### src/include/plc_pkg.sv
package plc_pkg;
	// command codes
	localparam logic [7:0] CMD_CYCLIC   = 8'hD3; // cyclic log setup word
	localparam logic [7:0] CMD_PINS     = 8'hD4; // driver pin setup block
	// pin index parameter
	localparam logic [7:0] IDX_ALL      = 8'hFF; // read back every pin
	localparam logic [7:0] IDX_LIMIT    = 8'h10; // single pin index bound
	localparam logic [7:0] PARAM_LEN    = 8'h01; // write-read parameter size
	// block read lengths
	localparam logic [7:0] LEN_ONE      = 8'h02; // one pin record
	localparam logic [7:0] LEN_ALL      = 8'h20; // all sixteen records
	// block write byte count range
	localparam logic [7:0] WR_CNT_MIN   = 8'h03; // least byte count
	localparam logic [7:0] WR_CNT_MAX   = 8'h21; // largest byte count
	// word write length
	localparam logic [5:0] WORD_BYTES   = 6'h02; // bytes in a word write
	// field positions
	localparam int         CYCLIC_POS   = 0;     // cyclic enable bit
	localparam int         MODE_LSB     = 13;    // operating mode lsb
	// operating mode codes
	localparam logic [2:0] MODE_OFF     = 3'h0;  // pin disabled
	localparam logic [2:0] MODE_OUT     = 3'h1;  // pin is an output
	localparam logic [2:0] MODE_IN      = 3'h2;  // pin is an input
	// reset values
	localparam logic       CYCLIC_RST   = 1'b0;  // cyclic recording off
	localparam logic [15:0] PIN_REC_RST = 16'h0000; // pin disabled

	// one pin record, two bytes, low byte first on the wire
	typedef struct packed {
		logic [2:0]  mode; // operating mode, bits 15:13
		logic [12:0] rest; // filter, reserved and driver fields
	} plc_pin_rec_t;

	// transaction state by command code
	typedef enum logic [1:0] {
		ST_IDLE,
		ST_CYC,
		ST_PIN,
		ST_OTHER
	} plc_state_t;
endpackage : plc_pkg

### src/plc_cmd.sv
`timescale 1ns/1ps
// Summary of operation
// [RL1] 0xD3 word: bit 0 enables cyclic recording
// [RL2] host sends length 1 then pin index
// [RL3] index 0..15 picks pin, 0xFF all
// [RL4] read returns length 2 or 32 first
// [RL5] host write count runs 3 to 33
// [RL6] records fill consecutive pins from start index
// [RL7] each pin record is two bytes
// [RL8] bits 15:13 give pin operating mode
// [RL9] bad count or overrun write is rejected
// [RL10] reserved cyclic bits read zero, writes ignored
module plc_cmd #(
	parameter int NUM_PINS = 16 // programmable driver pins
) (
	input  wire logic                   ref_clk,   // core clock, 25 MHz
	input  wire logic                   rst_n,     // sync reset, low
	input  wire logic                   txn_start, // command byte taken
	input  wire logic [7:0]             cmd_code,  // command code
	input  wire logic                   wr_valid,  // host data byte
	input  wire logic [7:0]             wr_byte,   // host data value
	input  wire logic                   rd_req,    // host wants a byte
	input  wire logic                   txn_stop,  // stop, commit writes
	output logic                        rd_valid_q, // answer strobe
	output logic [7:0]                  rd_data_q,  // answer byte
	output logic                        cyclic_log_en_q, // cyclic on
	output plc_pkg::plc_pin_rec_t [NUM_PINS-1:0] pin_rec_q, // records
	output logic [NUM_PINS-1:0]         pin_out_en_q, // pin is output
	output logic [NUM_PINS-1:0]         pin_in_en_q,  // pin is input
	output logic                        wr_reject_q   // write refused
);
	////////////////////////////////////////////////////////////////////
	// parameter check
	if (NUM_PINS != 16) begin : g_bad_pins
		$error("plc_cmd: index decode serves exactly 16 pins");
	end

	////////////////////////////////////////////////////////////////////
	// declarations
	plc_pkg::plc_state_t state_q;   // current command
	logic [5:0]          wr_cnt_q;  // data bytes after command code
	logic [5:0]          rd_ptr_q;  // read bytes already answered
	logic                rd_seen_q; // read phase reached
	logic                cyc_new_q; // staged cyclic enable
	logic [7:0]          blk_cnt_q; // block count or parameter length
	logic [7:0]          blk_idx_q; // start or readback index
	logic [7:0]          stage_q [0:31]; // staged record bytes
	logic [8:0]          blk_end;   // one past last pin written
	logic                blk_ok;    // block write is legal
	logic                commit_pin; // apply staged records
	logic                commit_cyc; // apply staged cyclic bit
	logic [7:0]          rd_len;    // readback length byte
	logic [5:0]          rd_off;    // record byte offset
	logic [3:0]          rd_pin;    // pin being read back
	logic [7:0]          rd_next;   // next answer byte

	////////////////////////////////////////////////////////////////////
	// command state
	always_ff @(posedge ref_clk) begin
		if (!rst_n) begin
			state_q <= plc_pkg::ST_IDLE;
		end else if (txn_start) begin
			unique case (cmd_code)
				plc_pkg::CMD_CYCLIC: state_q <= plc_pkg::ST_CYC;
				plc_pkg::CMD_PINS:   state_q <= plc_pkg::ST_PIN;
				default:             state_q <= plc_pkg::ST_OTHER;
			endcase
		end else if (txn_stop) begin
			state_q <= plc_pkg::ST_IDLE;
		end
	end

	// byte counters and read phase flag
	always_ff @(posedge ref_clk) begin
		if (!rst_n || txn_start) begin
			wr_cnt_q  <= 6'h00;
			rd_ptr_q  <= 6'h00;
			rd_seen_q <= 1'b0;
		end else begin
			if (wr_valid && wr_cnt_q != 6'h3F) begin
				wr_cnt_q <= wr_cnt_q + 6'h01; // saturates
			end
			if (rd_req) begin
				rd_seen_q <= 1'b1;
				if (rd_ptr_q != 6'h3F) begin
					rd_ptr_q <= rd_ptr_q + 6'h01;
				end
			end
		end
	end

	// staging of written bytes
	always_ff @(posedge ref_clk) begin
		if (!rst_n || txn_start) begin
			cyc_new_q <= plc_pkg::CYCLIC_RST;
			blk_cnt_q <= 8'h00;
			blk_idx_q <= plc_pkg::IDX_ALL; // bare read shows all pins
		end else if (wr_valid && state_q == plc_pkg::ST_CYC) begin
			if (wr_cnt_q == 6'h00) begin
				cyc_new_q <= wr_byte[plc_pkg::CYCLIC_POS]; // RL10
			end
		end else if (wr_valid && state_q == plc_pkg::ST_PIN) begin
			if (wr_cnt_q == 6'h00) begin
				blk_cnt_q <= wr_byte; // RL2 RL5
			end else if (wr_cnt_q == 6'h01) begin
				blk_idx_q <= wr_byte; // RL3
			end
		end
	end

	// record bytes, low byte of each pin first
	always_ff @(posedge ref_clk) begin
		if (wr_valid && state_q == plc_pkg::ST_PIN &&
				wr_cnt_q >= 6'h02 && wr_cnt_q < 6'h22) begin
			stage_q[5'(wr_cnt_q - 6'h02)] <= wr_byte; // RL7
		end
	end

	////////////////////////////////////////////////////////////////////
	// block write check
	assign blk_end = {1'b0, blk_idx_q} +
		9'((blk_cnt_q - 8'h01) >> 1); // RL6
	assign blk_ok = blk_cnt_q >= plc_pkg::WR_CNT_MIN &&
		blk_cnt_q <= plc_pkg::WR_CNT_MAX && blk_cnt_q[0] &&
		({2'b00, wr_cnt_q} == blk_cnt_q + 8'h01) &&
		blk_idx_q < plc_pkg::IDX_LIMIT &&
		blk_end <= 9'(NUM_PINS); // RL9
	assign commit_pin = txn_stop && state_q == plc_pkg::ST_PIN &&
		!rd_seen_q && blk_ok; // RL9
	assign commit_cyc = txn_stop && state_q == plc_pkg::ST_CYC &&
		!rd_seen_q && wr_cnt_q == plc_pkg::WORD_BYTES;

	// cyclic recording enable
	always_ff @(posedge ref_clk) begin
		if (!rst_n) begin
			cyclic_log_en_q <= plc_pkg::CYCLIC_RST;
		end else if (commit_cyc) begin
			cyclic_log_en_q <= cyc_new_q; // RL1
		end
	end

	// refused block write pulse
	always_ff @(posedge ref_clk) begin
		if (!rst_n) begin
			wr_reject_q <= 1'b0;
		end else begin
			wr_reject_q <= txn_stop && state_q == plc_pkg::ST_PIN &&
				!rd_seen_q && !blk_ok; // RL9
		end
	end

	////////////////////////////////////////////////////////////////////
	// per pin record and mode decode
	for (genvar p = 0; p < NUM_PINS; p++) begin : g_pin
		logic [7:0] off; // record slot for this pin
		logic       hit; // this pin lies in the written run
		assign off = 8'(p) - blk_idx_q;
		assign hit = {1'b0, blk_idx_q} <= 9'(p) && 9'(p) < blk_end;
		// record store
		always_ff @(posedge ref_clk) begin
			if (!rst_n) begin
				pin_rec_q[p] <= plc_pkg::PIN_REC_RST;
			end else if (commit_pin && hit) begin
				pin_rec_q[p] <= {stage_q[{off[3:0], 1'b1}],
					stage_q[{off[3:0], 1'b0}]}; // RL6 RL7
			end
		end
		// operating mode decode
		always_ff @(posedge ref_clk) begin
			if (!rst_n) begin
				pin_out_en_q[p] <= 1'b0;
				pin_in_en_q[p]  <= 1'b0;
			end else begin
				pin_out_en_q[p] <= pin_rec_q[p].mode == plc_pkg::MODE_OUT; // RL8
				pin_in_en_q[p]  <= pin_rec_q[p].mode == plc_pkg::MODE_IN;  // RL8
			end
		end
	end

	////////////////////////////////////////////////////////////////////
	// read answer select
	assign rd_off = rd_ptr_q - 6'h01;
	assign rd_pin = (blk_idx_q == plc_pkg::IDX_ALL ? 4'h0 : blk_idx_q[3:0])
		+ rd_off[4:1];
	always_comb begin
		if (blk_idx_q < plc_pkg::IDX_LIMIT) begin
			rd_len = plc_pkg::LEN_ONE; // RL4
		end else if (blk_idx_q == plc_pkg::IDX_ALL) begin
			rd_len = plc_pkg::LEN_ALL; // RL4
		end else begin
			rd_len = 8'h00; // unknown index returns nothing
		end
		rd_next = 8'h00;
		unique case (state_q)
			plc_pkg::ST_CYC: begin
				if (rd_ptr_q == 6'h00) begin
					rd_next = {7'h00, cyclic_log_en_q}; // RL1 RL10
				end
			end
			plc_pkg::ST_PIN: begin
				if (rd_ptr_q == 6'h00) begin
					rd_next = rd_len; // RL4
				end else if ({2'b00, rd_ptr_q} <= rd_len) begin
					rd_next = rd_off[0] ? pin_rec_q[rd_pin][15:8]
						: pin_rec_q[rd_pin][7:0]; // RL7
				end
			end
			default: begin
				rd_next = 8'h00; // other commands read zero
			end
		endcase
	end

	// read answer register
	always_ff @(posedge ref_clk) begin
		if (!rst_n) begin
			rd_valid_q <= 1'b0;
			rd_data_q  <= 8'h00;
		end else begin
			rd_valid_q <= rd_req;
			if (rd_req) begin
				rd_data_q <= rd_next;
			end
		end
	end
endmodule : plc_cmd

### config.mk
export PLATFORM = sky130hd
export DESIGN_NAME = plc_cmd
export DESIGN_NICKNAME = d
export VERILOG_FILES = /design/src/include/plc_pkg.sv /design/src/plc_cmd.sv
export SDC_FILE = /design/constraint.sdc
export NUM_CORES = 2
export LEC_CHECK = 0
export ABC_CLOCK_PERIOD_IN_PS = 9700
export BUFFER_PORTS_ARGS = -buffer_cell sky130_fd_sc_hd__buf_2
export CORE_UTILIZATION = 46
export DETAILED_ROUTE_END_ITERATION = 10
export PLACE_DENSITY = 0.68
export SLEW_MARGIN = 15
export SYNTH_ARGS = -nofsm -noshare
export SYNTH_HDL_FRONTEND = slang
export SYNTH_SLANG_ARGS = --single-unit
### constraint.sdc
create_clock -name ref_clk -period 9.7 [get_ports ref_clk]
set_input_delay 0.97 -clock ref_clk [delete_from_list [all_inputs] [get_ports ref_clk]]
set_output_delay 0.97 -clock ref_clk [all_outputs]
set_load 0.05 [all_outputs]
Word-level counts from Yosys, hierarchy flattened
Memories as Yosys holds them, arrays and structs flattened. A register that Yosys moved wholly into a read port is not among the register bits.
Index checks and enable logic that the tools add are counted.
{"block": "totals", "output_inout_bits": 299, "elab_cells": 259, "mem_bits_rw": 256, "latchBits": 0, "in_bits": 22, "mem_bits_ro": 0, "register_bits": 75, "n_memories": 1}
{"block": "classes", "n_shift": 0, "n_reduce_logical": 92, "eq_ne": 42, "n_bitwise": 2, "n_div": 0, "multipliers": 0, "addsub": 24, "mux": 15, "n_lt_le_gt_ge": 40}
{"name": "stage_q", "depth": 32, "width": 8, "read_ports": 32, "rd_clocked_by_memory_dff": 32, "write_ports": 1, "line_no": "plc_cmd.sv:47", "text": "logic [7:0] stage_q [0:31];"}
{"op": "less-than comparator 4 x 9 -> 1 bit, first input constant", "count": 8}
{"op": "binary-select mux 16 bit (select 4 bit)", "count": 1}
{"op": "less-or-equal comparator 8 x 4 -> 1 bit, second input constant", "count": 8}
{"op": "logical AND 1 bit", "count": 49}
{"op": "== test 3 x 1 -> 1 bit, second input constant", "count": 16}
{"op": "== test 3 x 2 -> 1 bit, second input constant", "count": 16}
{"op": "less-than comparator 3 x 9 -> 1 bit, first input constant", "count": 4}
{"op": "logical NOT 1 bit", "count": 35}
{"op": "less-or-equal comparator 8 x 3 -> 1 bit, second input constant", "count": 4}
{"op": "subtractor 4 bit, first input constant", "count": 8}
{"op": "== test 8 bit, second input constant", "count": 3}
{"op": "two-way mux 8 bit", "count": 3}
{"op": "less-than comparator 1 x 9 -> 1 bit, first input constant", "count": 2}
{"op": "less-than comparator 2 x 9 -> 1 bit, first input constant", "count": 2}
{"op": "less-or-equal comparator 8 x 1 -> 1 bit, second input constant", "count": 2}
{"op": "less-or-equal comparator 8 x 2 -> 1 bit, second input constant", "count": 2}
{"op": "two-way mux 16 bit", "count": 1}
{"op": "case mux 8 bit (2 select lines)", "count": 1}
{"op": "subtractor 3 x 4 -> 4 bit, first input constant", "count": 4}
{"op": "adder 6 x 1 -> 6 bit, second input constant", "count": 2}
{"op": "logical NOT 6 bit", "count": 2}
{"op": "two-way mux 6 bit", "count": 2}
{"op": "!= test 6 bit, second input constant", "count": 2}
{"op": "adder 8 x 8 -> 9 bit", "count": 1}
{"op": "30 further kinds", "count": 37}

Logic depth before layout (Yosys ltp)
{"block": "logic_depth", "word_depth": 9, "ltp_mapped": 17, "depth_no_buf": 13}

Worst setup path after synthesis
Ideal clock, no wire load.
{"block": "synth_timing", "path_kind": "flip-flop to flip-flop", "start": "register blk_idx_q[1]", "end": "register rd_data_q[0]", "period_less_slack_ps": 4478, "slack_ps": 5222, "path_buffers": 6, "path_stages_with_launch": 15, "arrival_time_ps": 4360, "setup_ps": 117, "t_required_ps": 9583, "path_cell_list": "dfxtp_1 -> clkbuf_1 -> clkbuf_1 -> buf_1 -> inv_1 -> nor2_1 -> inv_1 -> fa_1 -> buf_2 -> clkbuf_1 -> buf_1 -> mux4_2 -> nor3_1 -> nor2_1 -> a32o_1"}
{"block": "synth_between", "elab_chain_cells": 9, "elab_cells_between_ends": 13, "cone_classes": "add/sub (1); order compare (2); eq/ne (1); mux (9)"}
{"element": "start, declared", "line_no": "plc_cmd.sv:46", "text": "logic [7:0] blk_idx_q;"}
{"element": "start signal, assigned", "line_no": "plc_cmd.sv:97", "text": "blk_idx_q <= plc_pkg::IDX_ALL;"}
{"element": "start signal, assigned", "line_no": "plc_cmd.sv:106", "text": "blk_idx_q <= wr_byte;"}
{"element": "== test 8 bit", "line_no": "plc_cmd.sv:183, plc_cmd.sv:188"}
{"element": "two-way mux 4 bit", "line_no": "plc_cmd.sv:183", "text": "assign rd_pin = (blk_idx_q == plc_pkg::IDX_ALL ? 4'h0 : blk_idx_q[3:0])"}
{"element": "adder 4 bit", "line_no": "plc_cmd.sv:184", "text": "+ rd_off[4:1];"}
{"element": "binary-select mux 16 bit (select 4 bit)", "line_no": "plc_cmd.sv:204, plc_cmd.sv:205"}
{"element": "two-way mux 16 bit (not written as such)", "line_no": "plc_cmd.sv:205", "text": ": pin_rec_q[rd_pin][7:0];"}
{"element": "two-way mux 8 bit", "line_no": "plc_cmd.sv:204", "text": "rd_next = rd_off[0] ? pin_rec_q[rd_pin][15:8]"}
{"element": "two-way mux 8 bit", "line_no": "plc_cmd.sv:203", "text": "end else if ({2'b00, rd_ptr_q} <= rd_len) begin"}
{"element": "two-way mux 8 bit (*)", "line_no": "plc_cmd.sv:201", "text": "if (rd_ptr_q == 6'h00) begin"}
{"element": "case mux 8 bit (2 select lines) (*)", "line_no": "plc_cmd.sv:194", "text": "unique case (state_q)"}
{"element": "end signal, assigned", "line_no": "plc_cmd.sv:222", "text": "rd_data_q <= rd_next;"}
{"element": "end, declared", "line_no": "plc_cmd.sv:25", "text": "output logic [7:0] rd_data_q,"}
Every way passes the cells marked *; elsewhere a longest branch is shown, timed or not. The select of a mux whose other input is x is not followed.
A chain may end at the register's enable or synchronous reset.

Worst setup path in the final report
{"block": "layout_timing", "start": "register blk_idx_q[0]", "end": "register rd_data_q[2]"}
The elaborated chain is that of the path after synthesis.

==> run summary <==
Skew-Pair Late Insertion Delay -> 660 ps
Crit Path Class -> flip-flop to flip-flop
Slew @ Worst Pin -> 1250 ps
period utilisation layout -> 0.631
Starting Density -> 0.465
# nets final -> 2992
Post-Synthesis Cells -> 2696
first-pass GRT wire length -> 191 mm
Post CTS Setup Buffer Count -> 0
Yosys Warn Count -> 0
number of synthesized flops with an enable pin -> 256
area delta synth->final -> 12.7%
post-synthesis register bit count -> 587
sw power -> 1160 uW
ys async rst share -> 0
Fmax -> 163 MHz
final WL -> 138 mm
cts bufs inserted -> 61
# rows -> 102
io pins -> 321
largest net degree at the start of global routing -> 107
Pre-Repair DR Iteration Count -> 5
CP max stage delay -> 930 ps
cells on worst reg2reg path -> 13
detailed-placement wirelength estimate -> 99.9 mm
clk root buf -> clkbuf_16
Resize count post-CTS -> 0
Max Slew Vio Count -> 0
reg2reg end -> rd_data_q[2]
drt drc -> 0
prevailing post-synth register cell -> dfxtp_1
Total GRT Usage -> 0.343
DP Cell Count -> 3907
worst path arrival time -> 6660 ps
worst r2r src -> blk_idx_q[0]
Leak Pwr -> 0.0159 uW
dpl ws -> 3630 ps
most common cell after layout, fill and taps aside -> mux2i_1
Port-buffer cells -> 320
hold_sp -> rd_data_q[6]
gpl congestion -> 1.10
Vias -> 27517
Critical Path, Cell by Cell -> ha_1 > nand2_1 > nor3_1 > nor2_1 > ha_4 > inv_1 > fa_4 > buf_4 > mux4_2 > mux2i_1 > a22o_1 > a31oi_1 > a32o_1
full die area -> 79400 sq um
CP Max Fanout -> 55
ANT nets after route -> 0
Setup TNS -> 0 ps
CTS H-tree lvls -> 2
final hold viol count -> 0
Slowest-stage cell, CP -> nor3_1
switching share of power -> 0.227
VDD IR max -> 154 uV
reg-to-reg setup timing slack -> 3580 ps
Initial DRC Count -> 4117
Vias/cell -> 6.84
Clock Skew -> 35.4 ps
share of the synthesized area in the top cell type -> 0.263
die height -> 282 um
vias in the first global route -> 25116
most frequent cells in the layout -> mux2i_1 (531), mux4_2 (420), dfxtp_1 (327), buf_2 (319), edfxtp_1 (256)
share of cells above drive strength 1 -> 0.325
crit end category -> flip-flop
Die W -> 282 um
P_int -> 3950 uW
Mapped Avg Cell Area -> 13.4 sq um
count of clock tree sinks -> 587
Non-Filler Instances -> 4023
antenna violations before repair -> 2
CTS clock-pin slew for the worst setup and hold paths -> 70 ps
Cell variety after synth -> 78
GR Overflow Total -> 0
Mapped Nets -> 2758
clock buffer depth -> 3
final setup fails -> 0
WL/cell -> 34.4 um
Comb power frac -> 0.039
CP Launch Type -> flip-flop
Slew Limit Headroom -> 0.163
sequential-to-total area share from yosys stat -> 0.398
Core Region -> 77500 sq um
Synth area leaders -> mux4_2 (26%), edfxtp_1 (21%), dfxtp_1 (18%), mux2i_1 (15%), nor2b_1 (3.5%)
outcome -> finished, final reports clean
fillers -> 6471
Setup WS post-layout -> 3580 ps
unrepaired setup endpoints after global routing -> false
area leader, netlist -> mux4_2
Max Cap Viol -> 0
Hold Path Sink -> rd_data_q[6]
crit path time final -> 6120 ps
Hold Path Stages -> 1
Util after Layout -> 0.524
Worst Hold Class -> flip-flop to flip-flop
WHS -> 484 ps
synthesized area -> 36000 sq um
pwr dens -> 126 nW/um^2
Clock power frac -> 0.456
Worst Path Required -> 10240 ps
Sequential Power Share -> 0.505
CTS tree -> done
hold buffers post-CTS -> 0
[cells in the mapped netlist, drive strengths merged (3+ instances only)]
| library cell | n |
|---|---|
| xnor2 | 23 |
| edfxtp | 256 |
| mux2i | 531 |
| xor2 | 19 |
| nor2 | 85 |
| o21ai | 33 |
| a32o | 9 |
| a2111oi | 5 |
| o2111ai | 3 |
| a31oi | 8 |
| inv | 26 |
| nand3 | 30 |
| or4 | 3 |
| nor4 | 11 |
| a211oi | 5 |
| ha | 38 |
| a21o | 4 |
| nand2b | 3 |
| clkbuf | 126 |
| a22o | 7 |
| buf | 86 |
| o41ai | 3 |
| nand2 | 253 |
| o211ai | 17 |
| nor4bb | 32 |
| mux2 | 16 |
| or2 | 3 |
| mux4 | 420 |
| nor3 | 30 |
| dfxtp | 331 |
| o21a | 3 |
| and4 | 3 |
| nor2b | 201 |
| a21oi | 28 |
| and3 | 5 |
| or3 | 5 |
| nand4 | 6 |
[logic make-up after synthesis]
kind of cell / synth area share
DFF: 0.398
adders and majority gates: 0.0143
and+or+nand+nor: 0.101
AOI/OAI and AO/OA: 0.0313
buffers and inverters: 0.0291
xor gates and xnor gates: 0.0108
muxes: 0.415
[cell type report]
class                      instances  area [sq um]  share of cell area
inverter                          26          97.6             0.00240
timing repair buffer             383          2080              0.0513
clock buffer                      77          1650              0.0406
clock inverter                    36           307             0.00755
sequential                       587         14300               0.353
tap                             1040          1300              0.0321
multi-input combinational       1871         20800               0.513
antenna                            3          7.51            0.000185
[through the flow]
stage | power (uW) | cell area (sq um)
global route | 5220 | 40600
CTS | 5110 | 40600
detailed placement | 2830 | 38600
floorplan | 2760 | 36000
finish | 5110 | 40600
global placement | 2830 | 38600
[flip-flops by register name, indices dropped and copies added, names as in the netlist]
| signal | cells |
|---|---|
| rd_valid_q | 1 |
| pin_in_en_q | 16 |
| rd_ptr_q | 6 |
| pin_out_en_q | 16 |
| blk_cnt_q | 8 |
| cyclic_log_en_q | 1 |
| cyc_new_q | 1 |
| state_q | 2 |
| blk_idx_q | 8 |
| stage_q | 256 |
| rd_data_q | 8 |
| rd_seen_q | 1 |
| pin_rec_q | 256 |
| wr_cnt_q | 6 |
| wr_reject_q | 1 |
[layer usage]
layer	wire length, um	global-route usage
met3	18800	0.108
met4	8260	0.173
met5	0	0
met2	59400	0.498
met1	51900	0.460
[how the worst max path moves through the flow]
stage | from | to | slack (ps)
2_1_floorplan | blk_idx_q[1] | rd_data_q[0] | 5220
3_3_place_gp | blk_idx_q[0] | rd_data_q[2] | 3810
3_5_place_dp | blk_idx_q[0] | rd_data_q[2] | 3630
4_1_cts | blk_idx_q[0] | rd_data_q[2] | 3630
5_1_grt | blk_idx_q[0] | rd_data_q[2] | 3370
6_report | blk_idx_q[0] | rd_data_q[2] | 3580
[critical path: cells and delay by family (launching register included)]
family	cells	cell delay (ps)
buffers and inverters	2	810
multiplexers	2	1140
AO/OA/AOI/OAI	3	560
flip-flops	1	920
AND/OR/NAND/NOR	3	1260
adder cells (fa/ha/maj)	3	1210
[power groups by stage]
stage / clock [uW] / combinational [uW] / sequential, uW
floorplan: 0 / 127 / 2640
global placement: 0 / 192 / 2630
detailed placement: 0 / 196 / 2630
CTS: 2340 / 197 / 2580
global route: 2430 / 211 / 2580
finish: 2330 / 201 / 2580
(Power assumes the default switching activity.)
